<file path="config.mk">
export PLATFORM = sky130hd
export DESIGN_NAME = rtcm_reg_map
export DESIGN_NICKNAME = d
export VERILOG_FILES = /design/src/rtcm_pkg.sv /design/src/rtcm_reg_map.sv /design/src/rtcm_sync.sv /design/src/rtcm_flags.sv
export SDC_FILE = /design/constraint.sdc
export NUM_CORES = 1
export LEC_CHECK = 0
export BUFFER_PORTS_ARGS = -buffer_cell sky130_fd_sc_hd__buf_2
export CORE_UTILIZATION = 40
export CTS_CLUSTER_DIAMETER = 150
export DETAILED_ROUTE_END_ITERATION = 10
export PLACE_DENSITY = 0.59
export SETUP_SLACK_MARGIN = 0.1
export SKIP_CTS_REPAIR_TIMING = 1
export SYNTH_ARGS = -nofsm -noshare
export SYNTH_HDL_FRONTEND = slang
export SYNTH_HIERARCHICAL = 1
export SYNTH_SLANG_ARGS = --single-unit
</file>
<file path="constraint.sdc">
create_clock -name ref_clk_in -period 2.85 [get_ports ref_clk_in]
set_clock_uncertainty 0.2 [all_clocks]
set_input_delay 0.1425 -clock ref_clk_in [delete_from_list [all_inputs] [get_ports ref_clk_in]]
set_output_delay 0.1425 -clock ref_clk_in [all_outputs]
set_load 0.01 [all_outputs]
</file>
<file path="src/rtcm_pkg.sv">
// shared constants for the real-time clock register map
package rtcm_pkg;

   // register offsets
   localparam logic [3:0] ADDR_TENTHS   = 4'h0;
   localparam logic [3:0] ADDR_SECONDS  = 4'h1;
   localparam logic [3:0] ADDR_MINUTES  = 4'h2;
   localparam logic [3:0] ADDR_HOURS    = 4'h3;
   localparam logic [3:0] ADDR_WEEKDAY  = 4'h4;
   localparam logic [3:0] ADDR_DATE     = 4'h5;
   localparam logic [3:0] ADDR_CENTURY  = 4'h6;
   localparam logic [3:0] ADDR_YEAR     = 4'h7;
   localparam logic [3:0] ADDR_TRIM     = 4'h8;
   localparam logic [3:0] ADDR_TIMEOUT  = 4'h9;
   localparam logic [3:0] ADDR_ALARM_MONTH_CTRL = 4'ha;
   localparam logic [3:0] ADDR_ALARM_DATE_REPEAT  = 4'hb;
   localparam logic [3:0] ADDR_ALARM_HOUR_REPEAT  = 4'hc;
   localparam logic [3:0] ADDR_ALARM_MINUTE_REPEAT   = 4'hd;
   localparam logic [3:0] ADDR_ALARM_SECOND_REPEAT   = 4'he;
   localparam logic [3:0] ADDR_STATUS   = 4'hf;
   localparam logic [3:0] ADDR_LAST_CLK = 4'h7;

   // event status bit positions
   localparam int WD_FLAG_BIT    = 7;
   localparam int ALARM_FLAG_BIT = 6;
   localparam int OSC_FLAG_BIT   = 2;

   // variants of the map
   localparam logic [1:0] VAR_WAVE       = 2'h0;
   localparam logic [1:0] VAR_WAVE_32K   = 2'h1;
   localparam logic [1:0] VAR_NO_WAVE    = 2'h2;

   // reset values
   localparam logic [7:0] REG_RESET      = 8'h00;
   localparam logic [7:0] ZERO_BYTE      = 8'h00;

   // bus address, value arbitrary
   localparam logic [6:0] DEV_ADDR_DEFAULT = 7'h5a;

   // serial engine states, one-hot
   typedef enum logic [4:0] {
      I2C_IDLE = 5'h01,
      I2C_RX   = 5'h02,
      I2C_ACK  = 5'h04,
      I2C_TX   = 5'h08,
      I2C_RACK = 5'h10
   } rtcm_i2c_state_e;

endpackage : rtcm_pkg

</file>
<file path="src/rtcm_reg_map.sv">
`timescale 1ns/10ps
module rtcm_reg_map #(
   parameter logic [1:0] VARIANT  = rtcm_pkg::VAR_WAVE,
   parameter logic [6:0] DEV_ADDR = rtcm_pkg::DEV_ADDR_DEFAULT
) (
   // clock and reset
   input  wire logic       ref_clk_in,
   input  wire logic       arst_n_in,
   // serial link pins
   input  wire logic       scl_in,
   input  wire logic       sda_in,
   output logic            sda_out_out,
   output logic            sda_oe_n_out,
   // events from the timekeeping core
   input  wire logic       alarm_match_in,
   input  wire logic       watchdog_expire_in,
   input  wire logic       osc_fail_in,
   // strobes to the timekeeping core
   output logic            clock_load_out,
   output logic            watchdog_restart_out,
   // configuration to the timekeeping core
   output logic            oscillator_halt_out,
   output logic [3:0]      wave_rate_select_out,
   output logic            wave_output_enable_out,
   output logic            fixed_kilohertz_output_enable_out,
   output logic [4:0]      alarm_repeat_select_out,
   output logic [2:0]      watchdog_resolution_out,
   output logic [4:0]      watchdog_multiplier_out,
   output logic [1:0]      century_field_out,
   output logic            osc_fail_irq_enable_out,
   output logic            alarm_irq_enable_out,
   output logic            frequency_test_out,
   output logic            output_level_out,
   output logic            trim_sign_out,
   output logic [4:0]      trim_value_out,
   // clock values to load into the counters
   output logic [7:0]      seconds_bcd_out,
   output logic [7:0]      minutes_bcd_out,
   output logic [7:0]      hours_bcd_out,
   output logic [2:0]      weekday_out,
   output logic [7:0]      date_bcd_out,
   output logic [4:0]      month_bcd_out,
   output logic [7:0]      year_bcd_out,
   // alarm compare values
   output logic [4:0]      alarm_month_bcd_out,
   output logic [5:0]      alarm_date_bcd_out,
   output logic [5:0]      alarm_hour_bcd_out,
   output logic [6:0]      alarm_minute_bcd_out,
   output logic [6:0]      alarm_second_bcd_out,
   // status view
   output logic [7:0]      event_status_out
);

   localparam int NREGS = 15;

   // writable-bit mask per offset; zero bits are fixed zeros
   function automatic logic [7:0] wmask(input logic [3:0] a, input logic [1:0] v);
      logic nw;
      nw = (v == rtcm_pkg::VAR_NO_WAVE);
      case (a)
         rtcm_pkg::ADDR_TENTHS:   wmask = 8'h00;
         rtcm_pkg::ADDR_SECONDS:  wmask = 8'hff;
         rtcm_pkg::ADDR_MINUTES:  wmask = nw ? 8'hff : 8'h7f;
         rtcm_pkg::ADDR_HOURS:    wmask = 8'h3f;
         rtcm_pkg::ADDR_WEEKDAY:  wmask = nw ? 8'h07 : 8'hf7;
         rtcm_pkg::ADDR_DATE:     wmask = 8'h3f;
         rtcm_pkg::ADDR_CENTURY:  wmask = 8'hdf;
         rtcm_pkg::ADDR_YEAR:     wmask = 8'hff;
         rtcm_pkg::ADDR_TRIM:     wmask = nw ? 8'hff : 8'h3f;
         rtcm_pkg::ADDR_TIMEOUT:  wmask = 8'hff;
         rtcm_pkg::ADDR_ALARM_MONTH_CTRL: begin
            if (nw) wmask = 8'h9f;
            else if (v == rtcm_pkg::VAR_WAVE_32K) wmask = 8'h7f;
            else wmask = 8'h5f;
         end
         rtcm_pkg::ADDR_ALARM_DATE_REPEAT:  wmask = 8'hff;
         rtcm_pkg::ADDR_ALARM_HOUR_REPEAT:  wmask = 8'hbf;
         rtcm_pkg::ADDR_ALARM_MINUTE_REPEAT:   wmask = 8'hff;
         rtcm_pkg::ADDR_ALARM_SECOND_REPEAT:   wmask = 8'hff;
         default:                 wmask = 8'h00;
      endcase
   endfunction

   // pin synchronisation
   logic [1:0] pins_sync;
   logic       scl_s;
   logic       sda_s;
   logic       scl_p_q;
   logic       sda_p_q;

   rtcm_sync #(
      .WIDTH      (2)
   ) u_sync (
      .ref_clk_in (ref_clk_in),
      .arst_n_in  (arst_n_in),
      .d_in       ({scl_in, sda_in}),
      .q_out      (pins_sync)
   );

   assign scl_s = pins_sync[1];
   assign sda_s = pins_sync[0];

   // previous synchronised levels for edge finding
   always_ff @(posedge ref_clk_in or negedge arst_n_in) begin
      if (!arst_n_in) begin
         scl_p_q <= 1'b1;
         sda_p_q <= 1'b1;
      end else begin
         scl_p_q <= scl_s;
         sda_p_q <= sda_s;
      end
   end

   // bus events
   logic scl_rise;
   logic scl_fall;
   logic start_det;
   logic stop_det;

   assign scl_rise  = scl_s & ~scl_p_q;
   assign scl_fall  = ~scl_s & scl_p_q;
   assign start_det = scl_s & scl_p_q & sda_p_q & ~sda_s;
   assign stop_det  = scl_s & scl_p_q & ~sda_p_q & sda_s;

   // serial engine state
   rtcm_pkg::rtcm_i2c_state_e state_q;
   logic [3:0] cnt_q;
   logic [7:0] sh_q;
   logic       addr_ph_q;
   logic       rw_q;
   logic       first_q;
   logic       ack_q;
   logic       oe_n_q;

   // register storage
   logic [7:0] regs_q [0:NREGS-1];
   logic [3:0] ptr_q;
   logic       dirty_q;
   logic       clock_load_q;
   logic       wd_restart_q;
   logic [7:0] status;

   // engine decode
   logic       byte_done;
   logic       addr_hit;
   logic       data_rx;
   logic       ptr_load;
   logic       reg_wr;
   logic       rd_take;
   logic       ptr_step;
   logic [7:0] rd_byte;
   logic [7:0] wr_byte;
   logic       clk_wr;
   logic       load_now;
   logic       status_wr;
   logic       status_rd;

   assign byte_done = (state_q == rtcm_pkg::I2C_RX) & scl_fall & (cnt_q == 4'h8);
   assign addr_hit  = (sh_q[7:1] == DEV_ADDR);
   assign data_rx   = byte_done & ~addr_ph_q;
   assign ptr_load  = data_rx & first_q;
   assign reg_wr    = data_rx & ~first_q;
   assign rd_take   = scl_fall & (((state_q == rtcm_pkg::I2C_ACK) & rw_q) |
                                  ((state_q == rtcm_pkg::I2C_RACK) & ack_q));
   assign ptr_step  = reg_wr | rd_take;
   assign rd_byte   = (ptr_q == rtcm_pkg::ADDR_STATUS) ? status : regs_q[ptr_q];
   assign wr_byte   = sh_q & wmask(ptr_q, VARIANT);
   assign clk_wr    = reg_wr & (ptr_q <= rtcm_pkg::ADDR_LAST_CLK);
   assign load_now  = (dirty_q | clk_wr) &
                      (stop_det | (ptr_step & (ptr_q == rtcm_pkg::ADDR_LAST_CLK)));
   assign status_wr = reg_wr & (ptr_q == rtcm_pkg::ADDR_STATUS);
   assign status_rd = rd_take & (ptr_q == rtcm_pkg::ADDR_STATUS);

   // serial byte engine: address, ack, receive and transmit
   always_ff @(posedge ref_clk_in or negedge arst_n_in) begin
      if (!arst_n_in) begin
         state_q   <= rtcm_pkg::I2C_IDLE;
         cnt_q     <= 4'h0;
         sh_q      <= 8'h00;
         addr_ph_q <= 1'b0;
         rw_q      <= 1'b0;
         first_q   <= 1'b0;
         ack_q     <= 1'b0;
         oe_n_q    <= 1'b1;
      end else if (start_det) begin
         state_q   <= rtcm_pkg::I2C_RX;
         cnt_q     <= 4'h0;
         addr_ph_q <= 1'b1;
         rw_q      <= 1'b0;
         oe_n_q    <= 1'b1;
      end else if (stop_det) begin
         state_q   <= rtcm_pkg::I2C_IDLE;
         oe_n_q    <= 1'b1;
      end else begin
         case (state_q)
            rtcm_pkg::I2C_IDLE: begin
               oe_n_q <= 1'b1;
            end
            rtcm_pkg::I2C_RX: begin
               if (scl_rise) begin
                  sh_q  <= {sh_q[6:0], sda_s};
                  cnt_q <= cnt_q + 4'h1;
               end else if (byte_done) begin
                  if (addr_ph_q && !addr_hit) begin
                     state_q <= rtcm_pkg::I2C_IDLE;   // not our address
                  end else begin
                     state_q <= rtcm_pkg::I2C_ACK;
                     oe_n_q  <= 1'b0;                 // pull low for ack
                     if (addr_ph_q) begin
                        rw_q    <= sh_q[0];
                        first_q <= ~sh_q[0];
                     end else begin
                        first_q <= 1'b0;
                     end
                  end
               end
            end
            rtcm_pkg::I2C_ACK: begin
               if (scl_fall) begin
                  addr_ph_q <= 1'b0;
                  cnt_q     <= 4'h0;
                  if (rw_q) begin
                     state_q <= rtcm_pkg::I2C_TX;
                     sh_q    <= rd_byte;
                     oe_n_q  <= rd_byte[7];
                  end else begin
                     state_q <= rtcm_pkg::I2C_RX;
                     oe_n_q  <= 1'b1;
                  end
               end
            end
            rtcm_pkg::I2C_TX: begin
               if (scl_fall) begin
                  if (cnt_q == 4'h7) begin
                     state_q <= rtcm_pkg::I2C_RACK;
                     cnt_q   <= 4'h0;
                     oe_n_q  <= 1'b1;                 // release for master ack
                  end else begin
                     sh_q   <= {sh_q[6:0], 1'b0};
                     oe_n_q <= sh_q[6];
                     cnt_q  <= cnt_q + 4'h1;
                  end
               end
            end
            rtcm_pkg::I2C_RACK: begin
               if (scl_rise) begin
                  ack_q <= ~sda_s;
               end else if (scl_fall) begin
                  if (ack_q) begin
                     state_q <= rtcm_pkg::I2C_TX;
                     sh_q    <= rd_byte;
                     oe_n_q  <= rd_byte[7];
                  end else begin
                     state_q <= rtcm_pkg::I2C_IDLE;   // master done reading
                  end
               end
            end
            default: begin
               state_q <= rtcm_pkg::I2C_IDLE;
               oe_n_q  <= 1'b1;
            end
         endcase
      end
   end

   // open-drain pin: only ever drives low
   assign sda_out_out  = 1'b0;
   assign sda_oe_n_out = oe_n_q;

   // address pointer wraps after the status byte
   always_ff @(posedge ref_clk_in or negedge arst_n_in) begin
      if (!arst_n_in) begin
         ptr_q <= 4'h0;
      end else if (ptr_load) begin
         ptr_q <= sh_q[3:0];
      end else if (ptr_step) begin
         ptr_q <= ptr_q + 4'h1;
      end
   end

   // register writes; fixed-zero bits are masked off
   always_ff @(posedge ref_clk_in or negedge arst_n_in) begin
      if (!arst_n_in) begin
         for (int i = 0; i < NREGS; i++) begin
            regs_q[i] <= rtcm_pkg::REG_RESET;
         end
      end else begin
         if (reg_wr && (ptr_q != rtcm_pkg::ADDR_STATUS)) begin
            regs_q[ptr_q] <= wr_byte;
         end
         if (clk_wr) begin
            regs_q[rtcm_pkg::ADDR_TENTHS] <= rtcm_pkg::ZERO_BYTE;
         end
      end
   end

   // clock load on pointer passing 07h or stop; watchdog restart on write
   always_ff @(posedge ref_clk_in or negedge arst_n_in) begin
      if (!arst_n_in) begin
         dirty_q      <= 1'b0;
         clock_load_q <= 1'b0;
         wd_restart_q <= 1'b0;
      end else begin
         dirty_q      <= ~load_now & (dirty_q | clk_wr);
         clock_load_q <= load_now;
         wd_restart_q <= reg_wr & (ptr_q == rtcm_pkg::ADDR_TIMEOUT);
      end
   end

   assign clock_load_out       = clock_load_q;
   assign watchdog_restart_out = wd_restart_q;

   // event status flags
   rtcm_flags u_flags (
      .ref_clk_in    (ref_clk_in),
      .arst_n_in     (arst_n_in),
      .alarm_set_in  (alarm_match_in),
      .wd_set_in     (watchdog_expire_in),
      .osc_set_in    (osc_fail_in),
      .read_clear_in (status_rd),
      .write_in      (status_wr),
      .wdata_in      (sh_q),
      .status_out    (status)
   );

   assign event_status_out = status;

   // configuration fields
   assign oscillator_halt_out               = regs_q[rtcm_pkg::ADDR_SECONDS][7];
   assign wave_rate_select_out              = regs_q[rtcm_pkg::ADDR_WEEKDAY][7:4];
   assign wave_output_enable_out            = regs_q[rtcm_pkg::ADDR_ALARM_MONTH_CTRL][6];
   assign fixed_kilohertz_output_enable_out = regs_q[rtcm_pkg::ADDR_ALARM_MONTH_CTRL][5];
   assign alarm_irq_enable_out              = regs_q[rtcm_pkg::ADDR_ALARM_MONTH_CTRL][7];
   assign osc_fail_irq_enable_out           = regs_q[rtcm_pkg::ADDR_MINUTES][7];
   assign century_field_out                 = regs_q[rtcm_pkg::ADDR_CENTURY][7:6];
   assign output_level_out                  = regs_q[rtcm_pkg::ADDR_TRIM][7];
   assign frequency_test_out                = regs_q[rtcm_pkg::ADDR_TRIM][6];
   assign trim_sign_out                     = regs_q[rtcm_pkg::ADDR_TRIM][5];
   assign trim_value_out                    = regs_q[rtcm_pkg::ADDR_TRIM][4:0];

   // repeat bits 5..1 gathered from four registers
   assign alarm_repeat_select_out = {regs_q[rtcm_pkg::ADDR_ALARM_DATE_REPEAT][6],
                                     regs_q[rtcm_pkg::ADDR_ALARM_DATE_REPEAT][7],
                                     regs_q[rtcm_pkg::ADDR_ALARM_HOUR_REPEAT][7],
                                     regs_q[rtcm_pkg::ADDR_ALARM_MINUTE_REPEAT][7],
                                     regs_q[rtcm_pkg::ADDR_ALARM_SECOND_REPEAT][7]};

   // watchdog timeout fields
   assign watchdog_resolution_out = {regs_q[rtcm_pkg::ADDR_TIMEOUT][7],
                                     regs_q[rtcm_pkg::ADDR_TIMEOUT][1:0]};
   assign watchdog_multiplier_out = regs_q[rtcm_pkg::ADDR_TIMEOUT][6:2];

   // bcd clock fields, tens and units nibbles
   assign seconds_bcd_out = {1'b0, regs_q[rtcm_pkg::ADDR_SECONDS][6:0]};
   assign minutes_bcd_out = {1'b0, regs_q[rtcm_pkg::ADDR_MINUTES][6:0]};
   assign hours_bcd_out   = {2'b00, regs_q[rtcm_pkg::ADDR_HOURS][5:0]};
   assign weekday_out     = regs_q[rtcm_pkg::ADDR_WEEKDAY][2:0];
   assign date_bcd_out    = {2'b00, regs_q[rtcm_pkg::ADDR_DATE][5:0]};
   assign month_bcd_out   = regs_q[rtcm_pkg::ADDR_CENTURY][4:0];
   assign year_bcd_out    = regs_q[rtcm_pkg::ADDR_YEAR];

   // bcd alarm fields without the control bits
   assign alarm_month_bcd_out  = regs_q[rtcm_pkg::ADDR_ALARM_MONTH_CTRL][4:0];
   assign alarm_date_bcd_out   = regs_q[rtcm_pkg::ADDR_ALARM_DATE_REPEAT][5:0];
   assign alarm_hour_bcd_out   = regs_q[rtcm_pkg::ADDR_ALARM_HOUR_REPEAT][5:0];
   assign alarm_minute_bcd_out = regs_q[rtcm_pkg::ADDR_ALARM_MINUTE_REPEAT][6:0];
   assign alarm_second_bcd_out = regs_q[rtcm_pkg::ADDR_ALARM_SECOND_REPEAT][6:0];

endmodule // rtcm_reg_map

</file>
<file path="src/rtcm_sync.sv">
`timescale 1ns/10ps
// two flip-flop synchroniser for pin inputs
module rtcm_sync #(
   parameter int WIDTH = 2
) (
   // clock and reset
   input  wire logic             ref_clk_in,
   input  wire logic             arst_n_in,
   // data
   input  wire logic [WIDTH-1:0] d_in,
   output logic      [WIDTH-1:0] q_out
);

   logic [WIDTH-1:0] meta_q;
   logic [WIDTH-1:0] sync_q;

   // idle bus level is high
   always_ff @(posedge ref_clk_in or negedge arst_n_in) begin
      if (!arst_n_in) begin
         meta_q <= '1;
         sync_q <= '1;
      end else begin
         meta_q <= d_in;
         sync_q <= meta_q;
      end
   end

   assign q_out = sync_q;

endmodule // rtcm_sync

</file>
<file path="src/rtcm_flags.sv">
`timescale 1ns/10ps
// event status byte: hardware sets, read or write clears
module rtcm_flags (
   // clock and reset
   input  wire logic       ref_clk_in,
   input  wire logic       arst_n_in,
   // events
   input  wire logic       alarm_set_in,
   input  wire logic       wd_set_in,
   input  wire logic       osc_set_in,
   // host side
   input  wire logic       read_clear_in,
   input  wire logic       write_in,
   input  wire logic [7:0] wdata_in,
   output logic      [7:0] status_out
);

   logic alarm_match_flag_q;
   logic watchdog_expired_flag_q;
   logic oscillator_fail_flag_q;

   // set wins over clear; writes never touch the two read-only flags
   always_ff @(posedge ref_clk_in or negedge arst_n_in) begin
      if (!arst_n_in) begin
         alarm_match_flag_q      <= 1'b0;
         watchdog_expired_flag_q <= 1'b0;
         oscillator_fail_flag_q  <= 1'b0;
      end else begin
         alarm_match_flag_q      <= alarm_set_in | (alarm_match_flag_q & ~read_clear_in);
         watchdog_expired_flag_q <= wd_set_in | (watchdog_expired_flag_q & ~read_clear_in);
         oscillator_fail_flag_q  <= osc_set_in |
            (oscillator_fail_flag_q & ~(write_in & ~wdata_in[rtcm_pkg::OSC_FLAG_BIT]));
      end
   end

   // remaining positions read zero
   always_comb begin
      status_out                               = rtcm_pkg::ZERO_BYTE;
      status_out[rtcm_pkg::WD_FLAG_BIT]        = watchdog_expired_flag_q;
      status_out[rtcm_pkg::ALARM_FLAG_BIT]     = alarm_match_flag_q;
      status_out[rtcm_pkg::OSC_FLAG_BIT]       = oscillator_fail_flag_q;
   end

endmodule // rtcm_flags

</file>
# ---- Yosys cells after proc, flatten, opt, wreduce, memory -nomap -nowiden
# Cells that the tools add are included.
dict set report op_classes {
  reduce_logical 23
  mux 66
  magnitude_cmp 3
  bitwise 50
  n_addsub 2
  eq_ne 48
}
# op n
set op_table {}
lappend op_table {{$bwmux W120} 1}
lappend op_table {{$mux W120} 1}
lappend op_table {{$mux W8} 13}
lappend op_table {{$pmux W8 S7} 1}
lappend op_table {{$mux W5} 9}
lappend op_table {{$mux W4} 10}
lappend op_table {{$ne A4 B4 Y1 const B} 10}
lappend op_table {{$eq A4 B4 Y1 const B} 9}
lappend op_table {{$bmux W8 S4} 1}
lappend op_table {{$demux W8 S4} 1}
lappend op_table {{$pmux W8 S4} 1}
lappend op_table {{$and A1 B1 Y1} 26}
lappend op_table {{$pmux W5 S5} 1}
lappend op_table {{$mux W1} 24}
lappend op_table {{$eq A4 B3 Y1 const B} 5}
lappend op_table {{$ne A2 B2 Y1 const B} 10}
lappend op_table {{$reduce_and A8 Y1} 2}
lappend op_table {{$not A1 Y1} 15}
lappend op_table {{$reduce_bool A2 Y1} 7}
lappend op_table {{$ne A3 B3 Y1 const B} 4}
lappend op_table {{$pmux W4 S3} 1}
lappend op_table {{$reduce_and A6 Y1} 2}
lappend op_table {{$reduce_and A11 Y1} 1}
lappend op_table {{$add A4 B1 Y4 const B} 2}
lappend op_table {{other kinds (25)} 35}
dict set report word_totals {
  in_bits 7
  register_bits 158
}

# ---- Logic depth before layout (Yosys ltp)
# Gate-level depths: netlist (run 1).
dict set report logic_depth {
  ltp_word 12
  mapped_depth 12
  ltp_nobuf 7
}

# ---- By module
# The synthesis (run 1) kept the hierarchy.
# module instances cells_per_inst area_per_inst_um2
set modules_own_cells {}
lappend modules_own_cells {rtcm_reg_map 1 840 8146.6}
lappend modules_own_cells {rtcm_flags 1 17 171.4}
lappend modules_own_cells {rtcm_sync 1 4 105.1}

# ---- Worst setup path before layout (run 1)
# Ideal clock, no wire load.
dict set report synth_path {
  path_type {register to register}
  from {register ptr_q[1]}
  to {register regs_q (netlist bit watchdog_multiplier_out[4])}
  slack_ps -88
  stages_incl_launch_ff 11
  arrival_ps 2601
  period_less_slack_ps 2938
  n_path_buf 5
  path_cell_list {dfrtp_1 buf_2 buf_2 buf_2 inv_1 ha_1 buf_1 o32a_1 o21ai_0 clkbuf_1 o21ai_0}
}
dict set report synth_between {
  elab_chain_len 6
}
# element line_no
set synth_rtl {}
lappend synth_rtl {{from (decl)} rtcm_reg_map.sv:137} ;# logic [3:0] ptr_q;
lappend synth_rtl {{from (signal assigned)} rtcm_reg_map.sv:275} ;# ptr_q <= sh_q[3:0];
lappend synth_rtl {{from (signal assigned)} rtcm_reg_map.sv:277} ;# ptr_q <= ptr_q + 4'h1;
lappend synth_rtl {{$not A4 Y5 (implied by the code)} rtcm_reg_map.sv:289} ;# regs_q[ptr_q] <= wr_byte;
lappend synth_rtl {{$ge A5 B5 Y1 (implied by the code) or $lt A5 B1 Y1 (tied branches)} rtcm_reg_map.sv:289}
lappend synth_rtl {{$logic_and A1 B1 Y1 (implied by the code)} rtcm_reg_map.sv:289}
lappend synth_rtl {{$mux W8 (implied by the code)} rtcm_reg_map.sv:289}
lappend synth_rtl {{$demux W8 S4} rtcm_reg_map.sv:289}
lappend synth_rtl {{$bwmux W120} rtcm_reg_map.sv:289}
lappend synth_rtl {{to (signal, indexed assignment)} rtcm_reg_map.sv:285} ;# regs_q[i] <= rtcm_pkg::REG_RESET;
lappend synth_rtl {{to (signal, indexed assignment)} rtcm_reg_map.sv:289}
lappend synth_rtl {{to (signal, indexed assignment)} rtcm_reg_map.sv:292} ;# regs_q[rtcm_pkg::ADDR_TENTHS] <= rtcm_pkg::ZERO_BYTE;
lappend synth_rtl {{to (decl)} rtcm_reg_map.sv:136} ;# logic [7:0] regs_q [0:NREGS-1];
# Parallel ways exist; a longest one is shown, timed or not.
# A chain may end at the register's enable or synchronous reset.

# ---- Final worst setup path (run 1)
dict set report layout_path {
  from {register ptr_q[1]}
  to {register regs_q (netlist bit alarm_month_bcd_out[0])}
}
# Same word-level chain as after synthesis.

==> results by group, run 1 <==
Clock tree
  • Sink Count: 158
  • CTS clk-pin slew, worst paths: 0.07 ns
  • Root buffer cell: clkbuf_16
  • CTS H-Tree Depth: 4
  • CTS Buf Count: 17
  • CTS tree: yes
  • Worst-Skew Late Latency: 0.44 ns
  • Bufs on Longest Clock Path: 2

Synth
  • Synth unique cells: 65
  • Main synth FF type: dfrtp_1
  • YS warnings: 6
  • Share of flip-flops with an asynchronous set or reset: 100%
  • Synthesized flop and latch total: 158
  • Post-Syn Area: 8420 um2
  • Mean area per synthesized cell: 9.78 um2
  • Cell count after synthesis: 861
  • EDFF count, synth: 0
  • Share of the yosys chip area belonging to registers: 47.1%

Worst setup path
  • Most frequent CP cell: o21ai_0
  • Crit path DAT: 2.85 ns
  • CP required: 2.98 ns
  • Worst reg2reg setup slack: 0.13 ns
  • Cell Chain, Critical Path: ha_1 -> nor3_1 -> o21ai_0 -> nand2_1 -> o21ai_0
  • Crit path from: ptr_q[1]$_DFFE_PN0P_
  • Slowest-stage cell, CP: dfrtp_2
  • Worst r2r src: ptr_q[1]$_DFFE_PN0P_
  • Crit. End Element: flip-flop
  • Slowest stage delay, CP: 0.60 ns
  • Startpoint types: flip-flop
  • Critical path class: flip-flop to flip-flop
  • CP Max Fanout: 15

Timing
  • RSZ-0062 raised after global routing: true
  • Fmax achieved: 0.368 GHz
  • # setup viols final: 0
  • Final period utilization: 95.4%
  • Worst-margin pin slew: 0.699 ns
  • Final-report hold violation count: 0
  • Fin crit period: 2.72 ns
  • Worst Hold Margin: 0.103 ns
  • Slew headroom: 53.4%
  • Fin. max-slew vios: 0

Cells and area
  • Layout cell share with drive strength beyond 1: 27.3%
  • Post-Layout Inst Area: 9340 um2
  • Fill cells: 2000
  • NumNets Final: 912
  • Area Overhead vs Synth: 10.9%

Floorplanning
  • Die Height: 147 um
  • Starting density of the core: 41.2%
  • Core ar.: 20400 um2
  • Die ar.: 21600 um2
  • Top-level I/O count: 130
  • Die X: 147 um
  • Std-Cell Rows: 52

Global routing
  • Initial antenna violation count: 0
  • Largest net degree at the start of global routing: 71
  • Gr ovfl total: 0
  • Number of global-route vias before repair: 6062
  • Global-route wire length before repair: 36900 um
  • GRT Util Overall: 22.5%

Power and ir drop
  • Int Pwr: 3.65 mW
  • Clock power share: 45.7%
  • Comb power frac: 7.1%
  • Switching Share: 27.5%
  • P_leak: 4.32 nW
  • Power per cell area: 540 nW/um2
  • Worst vdd ir: 0.357 mV
  • Psw: 1.39 mW
  • Reg power frac: 47.3%

Detailed routing
  • DRC violation count after routing: 0
  • Final wirelength: 23600 um
  • Drt via density: 5.39
  • Via count: 6375
  • Initial DRC Count: 476
  • First drt pass iteration count: 5
  • Drt wl/cell: 20.0 um
  • Routed Antenna Nets: 0

Placement
  • IO buf count: 117
  • Post-DP HPWL: 16900 um
  • GP Congestion: 0.911
  • Post-DP Area: 8670 um2

Min path
  • Hold WC Path Type: input pin to asynchronous set/reset pin

Status
  • Run status: completed

Flow run
  • Max-cap violations: 0
layout by cell type (no fill, tap or decap), types with 4 or more instances in the layout:
cell type      count
a211oi_1           5
a21o_1             5
a21oi_1           15
a22oi_1            4
a31oi_1            4
and2_1             5
buf_2            116
buf_4             35
clkbuf_16         17
clkinv_8           5
conb_1            12
dfrtp_1          148
dfstp_2            8
dlygate4sd3_1      6
ha_1               6
inv_1             10
mux2_2            18
mux2i_1            9
mux4_2            22
nand2_1          154
nand2b_1           6
nand3_1           24
nor2_1            28
nor2b_1           21
nor3_1             9
o21ai_0          116
o21ai_1           21
o221ai_1           4
o22ai_1            5
o31ai_1            6
o32a_1             4
final timing paths:
| check | end | cells after the start |
|---|---|---|
| worst max-delay path | alarm_month_bcd_out[0]$_DFFE_PN0P_ | 5 |
| worst min-delay path | oscillator_halt_out$_DFFE_PN0P_ | 2 |
| worst max register to register | alarm_month_bcd_out[0]$_DFFE_PN0P_ | 5 |
| worst min register to register | u_sync/q_out[0]$_DFF_PN1_ | 0 |
| max in group asynchronous | u_sync/meta_q[1]$_DFF_PN1_ | 3 |
| min in group ref_clk_in | u_sync/q_out[0]$_DFF_PN1_ | 0 |
flip-flops by register name, indices dropped and copies added (netlist names), 3 cells and up:
| register | flops |
|---|---|
| alarm_month_bcd_out | 5 |
| alarm_date_bcd_out | 6 |
| cnt_q | 4 |
| sh_q | 8 |
| regs_q | 15 |
| watchdog_resolution_out | 3 |
| alarm_minute_bcd_out | 7 |
| alarm_second_bcd_out | 7 |
| wave_rate_select_out | 4 |
| year_bcd_out | 8 |
| weekday_out | 3 |
| watchdog_multiplier_out | 5 |
| ptr_q | 4 |
| minutes_bcd_out | 7 |
| date_bcd_out | 6 |
| state_q | 5 |
| seconds_bcd_out | 7 |
| trim_value_out | 5 |
| month_bcd_out | 5 |
| hours_bcd_out | 6 |
| alarm_hour_bcd_out | 6 |
| alarm_repeat_select_out | 5 |
cells by family after synthesis:
kind of cell	after synthesis	share of synthesized area [%]
multiplexers	49	9.36
other	2	0.0892
XOR/XNOR	3	0.312
flip-flops	158	47.1
adder cells (fa/ha/maj)	6	0.891
AO/OA/AOI/OAI	205	14.0
AND/OR/NAND/NOR	277	15.7
buffers and inverters	161	12.6
Yosys cell counts (4+ instances only):
cell	count	area (um2)
o21ai_1	20	100
nand2b_1	6	37.5
a21oi_1	15	75.1
o31ai_1	6	45.0
nand3_1	24	120
clkbuf_1	17	63.8
and2_1	5	31.3
o32a_1	4	40.0
nor3_1	9	45.0
o21ai_0	117	586
ha_1	6	75.1
o221ai_1	4	35.0
buf_1	6	22.5
a22oi_1	4	30.0
nand2_1	154	578
buf_2	12	60.1
dfstp_2	8	210
a31oi_1	4	25.0
buf_4	114	856
a21o_1	5	37.5
inv_1	10	37.5
mux2i_1	9	90.1
mux2_2	18	203
nor2b_1	21	131
o22ai_1	5	31.3
nor2_1	28	105
a211oi_1	5	37.5
dfrtp_1	150	3750
mux4_2	22	495
critical path: cells and delay by family (launching register included):
kind	cells	cell delay, ns
adders and majority gates	1	0.34
AOI/OAI and AO/OA	2	0.85
and+or+nand+nor	2	0.62
DFF	1	0.60
final cells by class:
type | instances | area (um2) | area share (%)
Sequential cell | 158 | 3970 | 42.5
Clock buffer | 18 | 439 | 4.70
Multi-Input combinational cell | 552 | 3430 | 36.8
Timing Repair Buffer | 160 | 955 | 10.2
Clock inverter | 14 | 168 | 1.80
Antenna cell | 1 | 2.50 | 0.0268
Tap cell | 270 | 338 | 3.62
Inverter | 10 | 37.5 | 0.402
through the flow:
step / TNS (ns) / total power [mW] / setup WS [ns] / cells / utilization (%)
floorplan: 0 / 2.64 / 0.144 / 871 / -
global placement: 0 / 2.77 / 0.264 / 1144 / 42.4
detailed placement: 0 / 2.77 / 0.173 / 1144 / 42.4
CTS: 0 / 5.07 / 0.160 / 1176 / 45.4
global route: -0.00443 / 5.22 / -0.00443 / 1182 / 45.7
finish: 0 / 5.04 / 0.130 / 1183 / 45.7
layer usage:
metal	up-vias	GRT usage [%]	part of all wire, %
met5	-	0	0
li1	2958	-	-
met2	210	34.5	48
met4	0	5.57	1.1
met1	3190	32.6	46
met3	17	4.41	5.6
power groups by stage:
stage / clock [mW] / combinational [mW] / sequential, mW
after floorplan: 0 / 0.239 / 2.40
after global placement: 0 / 0.348 / 2.43
after detailed placement: 0 / 0.346 / 2.42
after CTS: 2.34 / 0.348 / 2.38
after global routing: 2.43 / 0.399 / 2.39
final: 2.30 / 0.355 / 2.38
Power figures use the tool's default switching activity.
==> inputs of run 2 (changes only) <==
--- a/config.mk
+++ b/config.mk
@@ -6,6 +6,7 @@
 export NUM_CORES = 1
 export LEC_CHECK = 0
 export BUFFER_PORTS_ARGS = -buffer_cell sky130_fd_sc_hd__buf_2
+export CORE_ASPECT_RATIO = 1.75
 export CORE_UTILIZATION = 40
 export CTS_CLUSTER_DIAMETER = 150
 export DETAILED_ROUTE_END_ITERATION = 10
==> run 2 against run 1 <==
Against the previous run: the flow now finishes with violations (design-rule violations, negative hold slack); register-to-register slack better by 0.18 ns; die area is 0.11% higher; via count is 0.28% lower; sequential power barely moved; utilization is 0.051 points lower; wire length is 3.5% higher; largest power group unchanged.
==> results by group, run 2 (synthesis gave the netlist of run 1 again) <==
Status
  • Run status: finished with violations
  • Failing checks: design-rule violations, negative hold slack

Worst setup path
  • Critical path class: flip-flop to flip-flop
  • Cell Chain, Critical Path: and2b_1 -> nand4b_2 -> nor4_4 -> buf_4 -> nand3_1 -> buf_4 -> nand2_1 -> o21ai_0
  • Slowest stage delay, CP: 0.57 ns (-0.03 ns)
  • Slowest-stage cell, CP: dfstp_2
  • Reg2reg path depth: 8 (+3)
  • Top delay family on crit path: simple AND/OR/NAND/NOR gates
  • Crit path from: scl_p_q$_DFF_PN1_
  • Startpoint types: flip-flop
  • CP required: 2.94 ns (-0.04 ns)
  • Most frequent CP cell: buf_4
  • CP Depth: 8 (+3)
  • Crit. End Element: flip-flop
  • CP Max Fanout: 18 (+3)
  • Crit path DAT: 2.63 ns (-0.22 ns)
  • Worst Path Buf+Inv: 2 (+2)
  • Worst r2r src: scl_p_q$_DFF_PN1_

Power and ir drop
  • Total power draw: 5.07 mW (+0.48%)
  • Worst vdd ir: 0.307 mV (-14%)
  • Int Pwr: 3.81 mW (+4.4%)
  • Comb power frac: 7.0% (about the same)
  • Psw: 1.25 mW (-9.8%)
  • Reg power frac: 47.1% (-0.2 points)
  • Clock power share: 45.8% (about the same)
  • P_leak: 4.33 nW (+0.33%)
  • Power per cell area: 542 nW/um2 (+0.44%)
  • Switching Share: 24.7% (-2.8 points)

Clock tree
  • Sink Count: 158 (unchanged)
  • Bufs on Longest Clock Path: 2 (unchanged)
  • CTS Buf Count: 17 (unchanged)
  • CTS tree: yes
  • Worst-Skew Late Latency: 0.44 ns (about the same)
  • Root buffer cell: clkbuf_16
  • CTS H-Tree Depth: 4 (unchanged)
  • CTS clk-pin slew, worst paths: 0.07 ns (about the same)

Placement
  • IO buf count: 117 (unchanged)
  • GP Congestion: 0.930 (+2.1%)
  • Post-DP HPWL: 18500 um (+9.5%)

Timing
  • RSZ-0062 raised after global routing: false
  • Final period utilization: 89.1% (-6.3 points)
  • Sum Neg Setup Slack: 0 ns (unchanged)
  • Worst-margin pin slew: 0.585 ns (-0.114 ns)
  • Worst Hold Margin: -0.00581 ns (-0.109 ns)
  • Fin. max-slew vios: 0 (unchanged)
  • Fmax achieved: 0.394 GHz (+7.1%)
  • Slew headroom: 60.9% (+7.5 points)
  • Final-report hold violation count: 12 (+12)
  • # setup viols final: 0 (unchanged)
  • Fin crit period: 2.54 ns (-0.180 ns)

Global routing
  • Number of global-route vias before repair: 6402 (+5.6%)
  • Gr ovfl total: 0 (unchanged)
  • GRT Util Overall: 23.5% (+0.97 points)
  • Initial antenna violation count: 0 (unchanged)
  • Global-route wire length before repair: 37800 um (+2.5%)
  • Largest net degree at the start of global routing: 77 (+8.5%)

Detailed routing
  • Drt via density: 5.46 (+1.3%)
  • Initial DRC Count: 419 (-12%)
  • Via count: 6357 (-0.28%)
  • First drt pass iteration count: 8 (+3)
  • Drt wl/cell: 21.0 um (+5.1%)
  • Final wirelength: 24500 um (+3.5%)
  • Routed Antenna Nets: 0 (unchanged)
  • DRC violation count after routing: 1 (+1)

Floorplanning
  • Top-level I/O count: 130 (unchanged)
  • Die Height: 194 um (+32%)
  • Core ar.: 20500 um2 (+0.15%)
  • Die X: 112 um (-24%)
  • Starting density of the core: 41.2% (-0.063 points)
  • Std-Cell Rows: 69 (+33%)
  • Die ar.: 21700 um2 (+0.11%)

Flow run
  • Max-cap violations: 0 (unchanged)

Min path
  • Hold WC Path Type: input pin to asynchronous set/reset pin

Cells and area
  • Largest register FFs: 15 (unchanged)
  • # diodes: 0 (-1)
  • Layout cell share with drive strength beyond 1: 27.9% (+0.61 points)
  • NumNets Final: 917 (+0.55%)
  • Commonest non-fill, non-tap cell in the layout: nand2_1
  • Top reg by flops: regs_q
  • Most frequent cells in the layout: 154 x nand2_1, 148 x dfrtp_1, 116 x o21ai_0, 116 x buf_2, 41 x buf_4
  • Area Overhead vs Synth: 10.9% (about the same)
[run 2: area by class of cell]
type                       count  area (um2)
tap                          248         310
clock buffer                  21         470
multi-input combinational    552        3450
clock inverter                11         133
sequential                   158        3970
fill                        1962       11100
inverter                      10        37.5
timing repair buffer         165         980
[run 2: power groups by stage]
stage | sequential, mW | combinational [mW] | clock (mW)
2_1_floorplan | 2.40 | 0.239 | 0
3_3_place_gp | 2.43 | 0.346 | 0
3_5_place_dp | 2.43 | 0.353 | 0
4_1_cts | 2.39 | 0.353 | 2.36
5_1_grt | 2.39 | 0.396 | 2.44
6_report | 2.39 | 0.357 | 2.32
[run 2: final timing paths]
path / slack [ns] / to
worst max-delay path: 0.31 / date_bcd_out[1]$_DFFE_PN0P_
worst min-delay path: -0.006 / year_bcd_out[2]$_DFFE_PN0P_
worst max register to register: 0.31 / date_bcd_out[1]$_DFFE_PN0P_
worst min register to register: 0.16 / u_sync/q_out[0]$_DFF_PN1_
max in group asynchronous: 1.54 / ptr_q[1]$_DFFE_PN0P_
min in group ref_clk_in: 0.14 / u_sync/meta_q[0]$_DFF_PN1_
[run 2: through the flow]
stage / cell area [um2] / instances / util, % / setup WS [ns] / hold WS (ns)
2_1_floorplan: 8470 / 871 / - / 0.144 / -0.353
3_3_place_gp: 8670 / 1127 / 42.4 / 0.359 / -0.117
3_5_place_dp: 8670 / 1127 / 42.4 / 0.308 / -0.118
4_1_cts: 9270 / 1159 / 45.3 / 0.281 / -0.582
5_1_grt: 9340 / 1165 / 45.7 / 0.143 / 0.0247
6_report: 9340 / 1165 / 45.7 / 0.310 / -0.00581
[run 2: per-layer routing]
metal  share of wire (%)  global-route usage, %
met1                  39                   26.6
met2                  53                   42.0
met3                 3.2                   3.25
met4                 4.7                   13.1
met5                   0                      0
==> inputs of run 3 (changes only) <==
--- a/config.mk
+++ b/config.mk
@@ -10,10 +10,9 @@
 export CORE_UTILIZATION = 40
 export CTS_CLUSTER_DIAMETER = 150
 export DETAILED_ROUTE_END_ITERATION = 10
-export PLACE_DENSITY = 0.59
+export PLACE_DENSITY = 0.58
 export SETUP_SLACK_MARGIN = 0.1
 export SKIP_CTS_REPAIR_TIMING = 1
 export SYNTH_ARGS = -nofsm -noshare
 export SYNTH_HDL_FRONTEND = slang
-export SYNTH_HIERARCHICAL = 1
 export SYNTH_SLANG_ARGS = --single-unit
==> run 3 against run 2 <==
Against the previous run: power shrank 1.4%; the flow now finishes without violations; utilization barely moved; critical path type unchanged; critical path depth fell by 2.
==> results by group, run 3 <==
Synth
  • Synth unique cells: 80 (+23%)
  • Cell count after synthesis: 747 (-13%)
  • Synth area leaders: dfrtp_1 41%, buf_4 9.2%, mux2_4 9.2%
  • Yosys top cell area share: 41.1% (-3.5 points)
  • Synth area leader: dfrtp_1
  • YS warnings: 0 (-6)
  • Synthesized flop and latch total: 158 (unchanged)
  • Main synth FF type: dfrtp_1
  • Share of flip-flops with an asynchronous set or reset: 100% (unchanged)
  • EDFF count, synth: 0 (unchanged)
  • Share of the yosys chip area belonging to registers: 43.3% (-3.7 points)
  • Top-count cell post-synth: dfrtp_1
  • Mean area per synthesized cell: 12.2 um2 (+25%)
  • Post-synth top cells: 150 x dfrtp_1, 112 x buf_4, 66 x mux2_2
  • Post-Syn Area: 9140 um2 (+8.6%)

Timing
  • Fin crit period: 2.61 ns (+0.0712 ns)
  • Fin. max-slew vios: 0 (unchanged)
  • Worst-margin pin slew: 0.661 ns (+0.0762 ns)
  • # setup viols final: 0 (unchanged)
  • Final WS setup: 0.239 ns (-0.0712 ns)
  • RSZ-0062 raised after global routing: false
  • Slew headroom: 55.9% (-5.0 points)
  • Final-report hold violation count: 0 (-12)
  • Final period utilization: 91.6% (+2.5 points)
  • Fmax achieved: 0.383 GHz (-2.7%)
  • Sum Neg Setup Slack: 0 ns (unchanged)

Floorplanning
  • Top-level I/O count: 130 (unchanged)
  • Die ar.: 23500 um2 (+8.4%)
  • Std-Cell Rows: 72 (+4.3%)
  • Starting density of the core: 41.1% (-0.074 points)
  • Die Height: 202 um (+4.1%)
  • Core ar.: 22300 um2 (+8.8%)
  • Die X: 116 um (+4.1%)

Detailed routing
  • First drt pass iteration count: 4 (-4)
  • Initial DRC Count: 272 (-35%)
  • Drt wl/cell: 22.4 um (+6.6%)
  • Via count: 5857 (-7.9%)
  • DRC violation count after routing: 0 (-1)
  • Drt via density: 5.33 (-2.2%)
  • Final wirelength: 24600 um (+0.45%)
  • Routed Antenna Nets: 0 (unchanged)

Power and ir drop
  • P_leak: 5.04 nW (+16%)
  • Power per cell area: 492 nW/um2 (-9.2%)
  • Worst vdd ir: 0.377 mV (+23%)

Global routing
  • GRT Util Overall: 22.0% (-1.5 points)
  • Largest net degree at the start of global routing: 68 (-12%)
  • Initial antenna violation count: 0 (unchanged)
  • Gr ovfl total: 0 (unchanged)
  • Global-route wire length before repair: 37400 um (-1.1%)
  • Number of global-route vias before repair: 6120 (-4.4%)

Worst setup path
  • Critical path class: flip-flop to flip-flop
  • Worst reg2reg setup slack: 0.24 ns (-0.07 ns)
  • Reg2reg end: sh_q[6]$_DFFE_PN0P_
  • CP Max Fanout: 11 (-7)
  • Worst r2r src: state_q[4]$_DFFE_PN0P_
  • CP required: 2.96 ns (+0.02 ns)
  • Crit. End Element: flip-flop
  • Startpoint types: flip-flop
  • Crit path DAT: 2.73 ns (+0.10 ns)
  • Reg2reg path depth: 6 (-2)

Cells and area
  • Layout cell share with drive strength beyond 1: 46.5% (+19 points)
  • Sequential cell area: 3970 um2 (unchanged)
  • Fill cells: 2101 (+7.1%)
  • Top reg by flops: regs_q
  • # diodes: 0 (unchanged)
  • Most frequent cells in the layout: 148 x dfrtp_1, 116 x buf_2, 66 x mux2_2, 56 x mux2_4, 37 x buf_4
  • Commonest non-fill, non-tap cell in the layout: dfrtp_1
  • Utilization after layout: 45.6% (about the same)
  • Multi-input gate area: 4140 um2 (+20%)
  • Largest register FFs: 15 (unchanged)
  • NumNets Final: 802 (-13%)
  • Area Overhead vs Synth: 11.1%

Clock tree
  • CTS H-Tree Depth: 4 (unchanged)
  • CTS Buf Count: 17 (unchanged)
  • Root buffer cell: clkbuf_16
  • CTS tree: yes
  • Bufs on Longest Clock Path: 2 (unchanged)
  • Sink Count: 158 (unchanged)
  • Worst-Skew Late Latency: 0.44 ns (about the same)
  • CTS clk-pin slew, worst paths: 0.07 ns (about the same)

Placement
  • IO buf count: 117 (unchanged)
  • GP Congestion: 0.889 (-4.4%)
  • Post-DP HPWL: 18100 um (-1.7%)
  • Pre-CTS WS: 0.194 ns (-0.114 ns)

Min path
  • Hold WC Path Type: input pin to asynchronous set/reset pin

Status
  • Run status: completed

Flow run
  • Max-cap violations: 0 (unchanged)
==> run 3: cell count changes in the layout (fill, tap and decap cells not counted), sizes merged, moves of 8 or more <==
cell | before | now
nand2 | 155 | 26
o21ai | 137 | 16
mux2 | 18 | 123
a31oi | 4 | 14
nor2b | 21 | 13
==> run 3: layout make-up <==
type,instances,share of cell area [%]
Tap cell,296,3.65
Inverter,14,0.517
Timing Repair Buffer,163,9.75
Clock buffer,19,4.46
Clock inverter,13,1.84
Multi-Input combinational cell,435,40.7
Sequential cell,158,39.1
==> run 3: report_power, final <==
group	internal (mW)	switching, mW	leakage (nW)
Sequential	2.28	0.0461	2.15
Clock	1.52	0.940	0.314
Combinational	0.0751	0.140	2.58
==> run 3: logic make-up after synthesis <==
group	synth area share [%]
AOI/OAI and AO/OA	8.32
xor gates and xnor gates	0.383
adders and majority gates	0.821
buffers and inverters	11.9
DFF	43.3
muxes	24.5
other	0.0410
and+or+nand+nor	10.7
==> run 3: critical path: stages, from the launching register on <==
cell and delay (ns):
dfrtp_1 0.45, buf_4 0.21, xnor2_1 0.22, or4_1 0.65, a32oi_1 0.33, o21ai_0 0.14
mux2_2 0.28
==> run 3: how the worst max path moves through the flow <==
stage	start	endpoint	slack, ns
final	state_q[4]$_DFFE_PN0P_	sh_q[6]$_DFFE_PN0P_	0.24
after global routing	ptr_q[1]$_DFFE_PN0P_	alarm_repeat_select_out[0]$_DFFE_PN0P_	0.15
after CTS	state_q[4]$_DFFE_PN0P_	sh_q[6]$_DFFE_PN0P_	0.17
after detailed placement	state_q[4]$_DFFE_PN0P_	sh_q[6]$_DFFE_PN0P_	0.19
after global placement	state_q[4]$_DFFE_PN0P_	sh_q[2]$_DFFE_PN0P_	0.22
after floorplan	ptr_q[1]$_DFFE_PN0P_	date_bcd_out[0]$_DFFE_PN0P_	0.18
==> run 3: layer usage <==
metal  part of all wire, %  routed length, um  vias up  track usage, %
met3                   3.0                747       57            3.81
met2                    55              13400      139            38.8
met5                     0                  0        -               0
met4                   4.3               1050        0            11.4
li1                      -                  -     2674               -
met1                    38               9360     2987            24.9
==> run 3: per-stage QoR <==
stage | cell area (um2) | std cells | power [mW] | hold WS (ns)
CTS | 10100 | 1090 | 5.04 | -0.533
detailed placement | 9440 | 1058 | 2.57 | -0.0676
floorplan | 9190 | 758 | 2.48 | -0.353
global route | 10200 | 1098 | 5.17 | 0.0693
finish | 10200 | 1098 | 5.00 | 0.0226
global placement | 9440 | 1058 | 2.57 | -0.0692
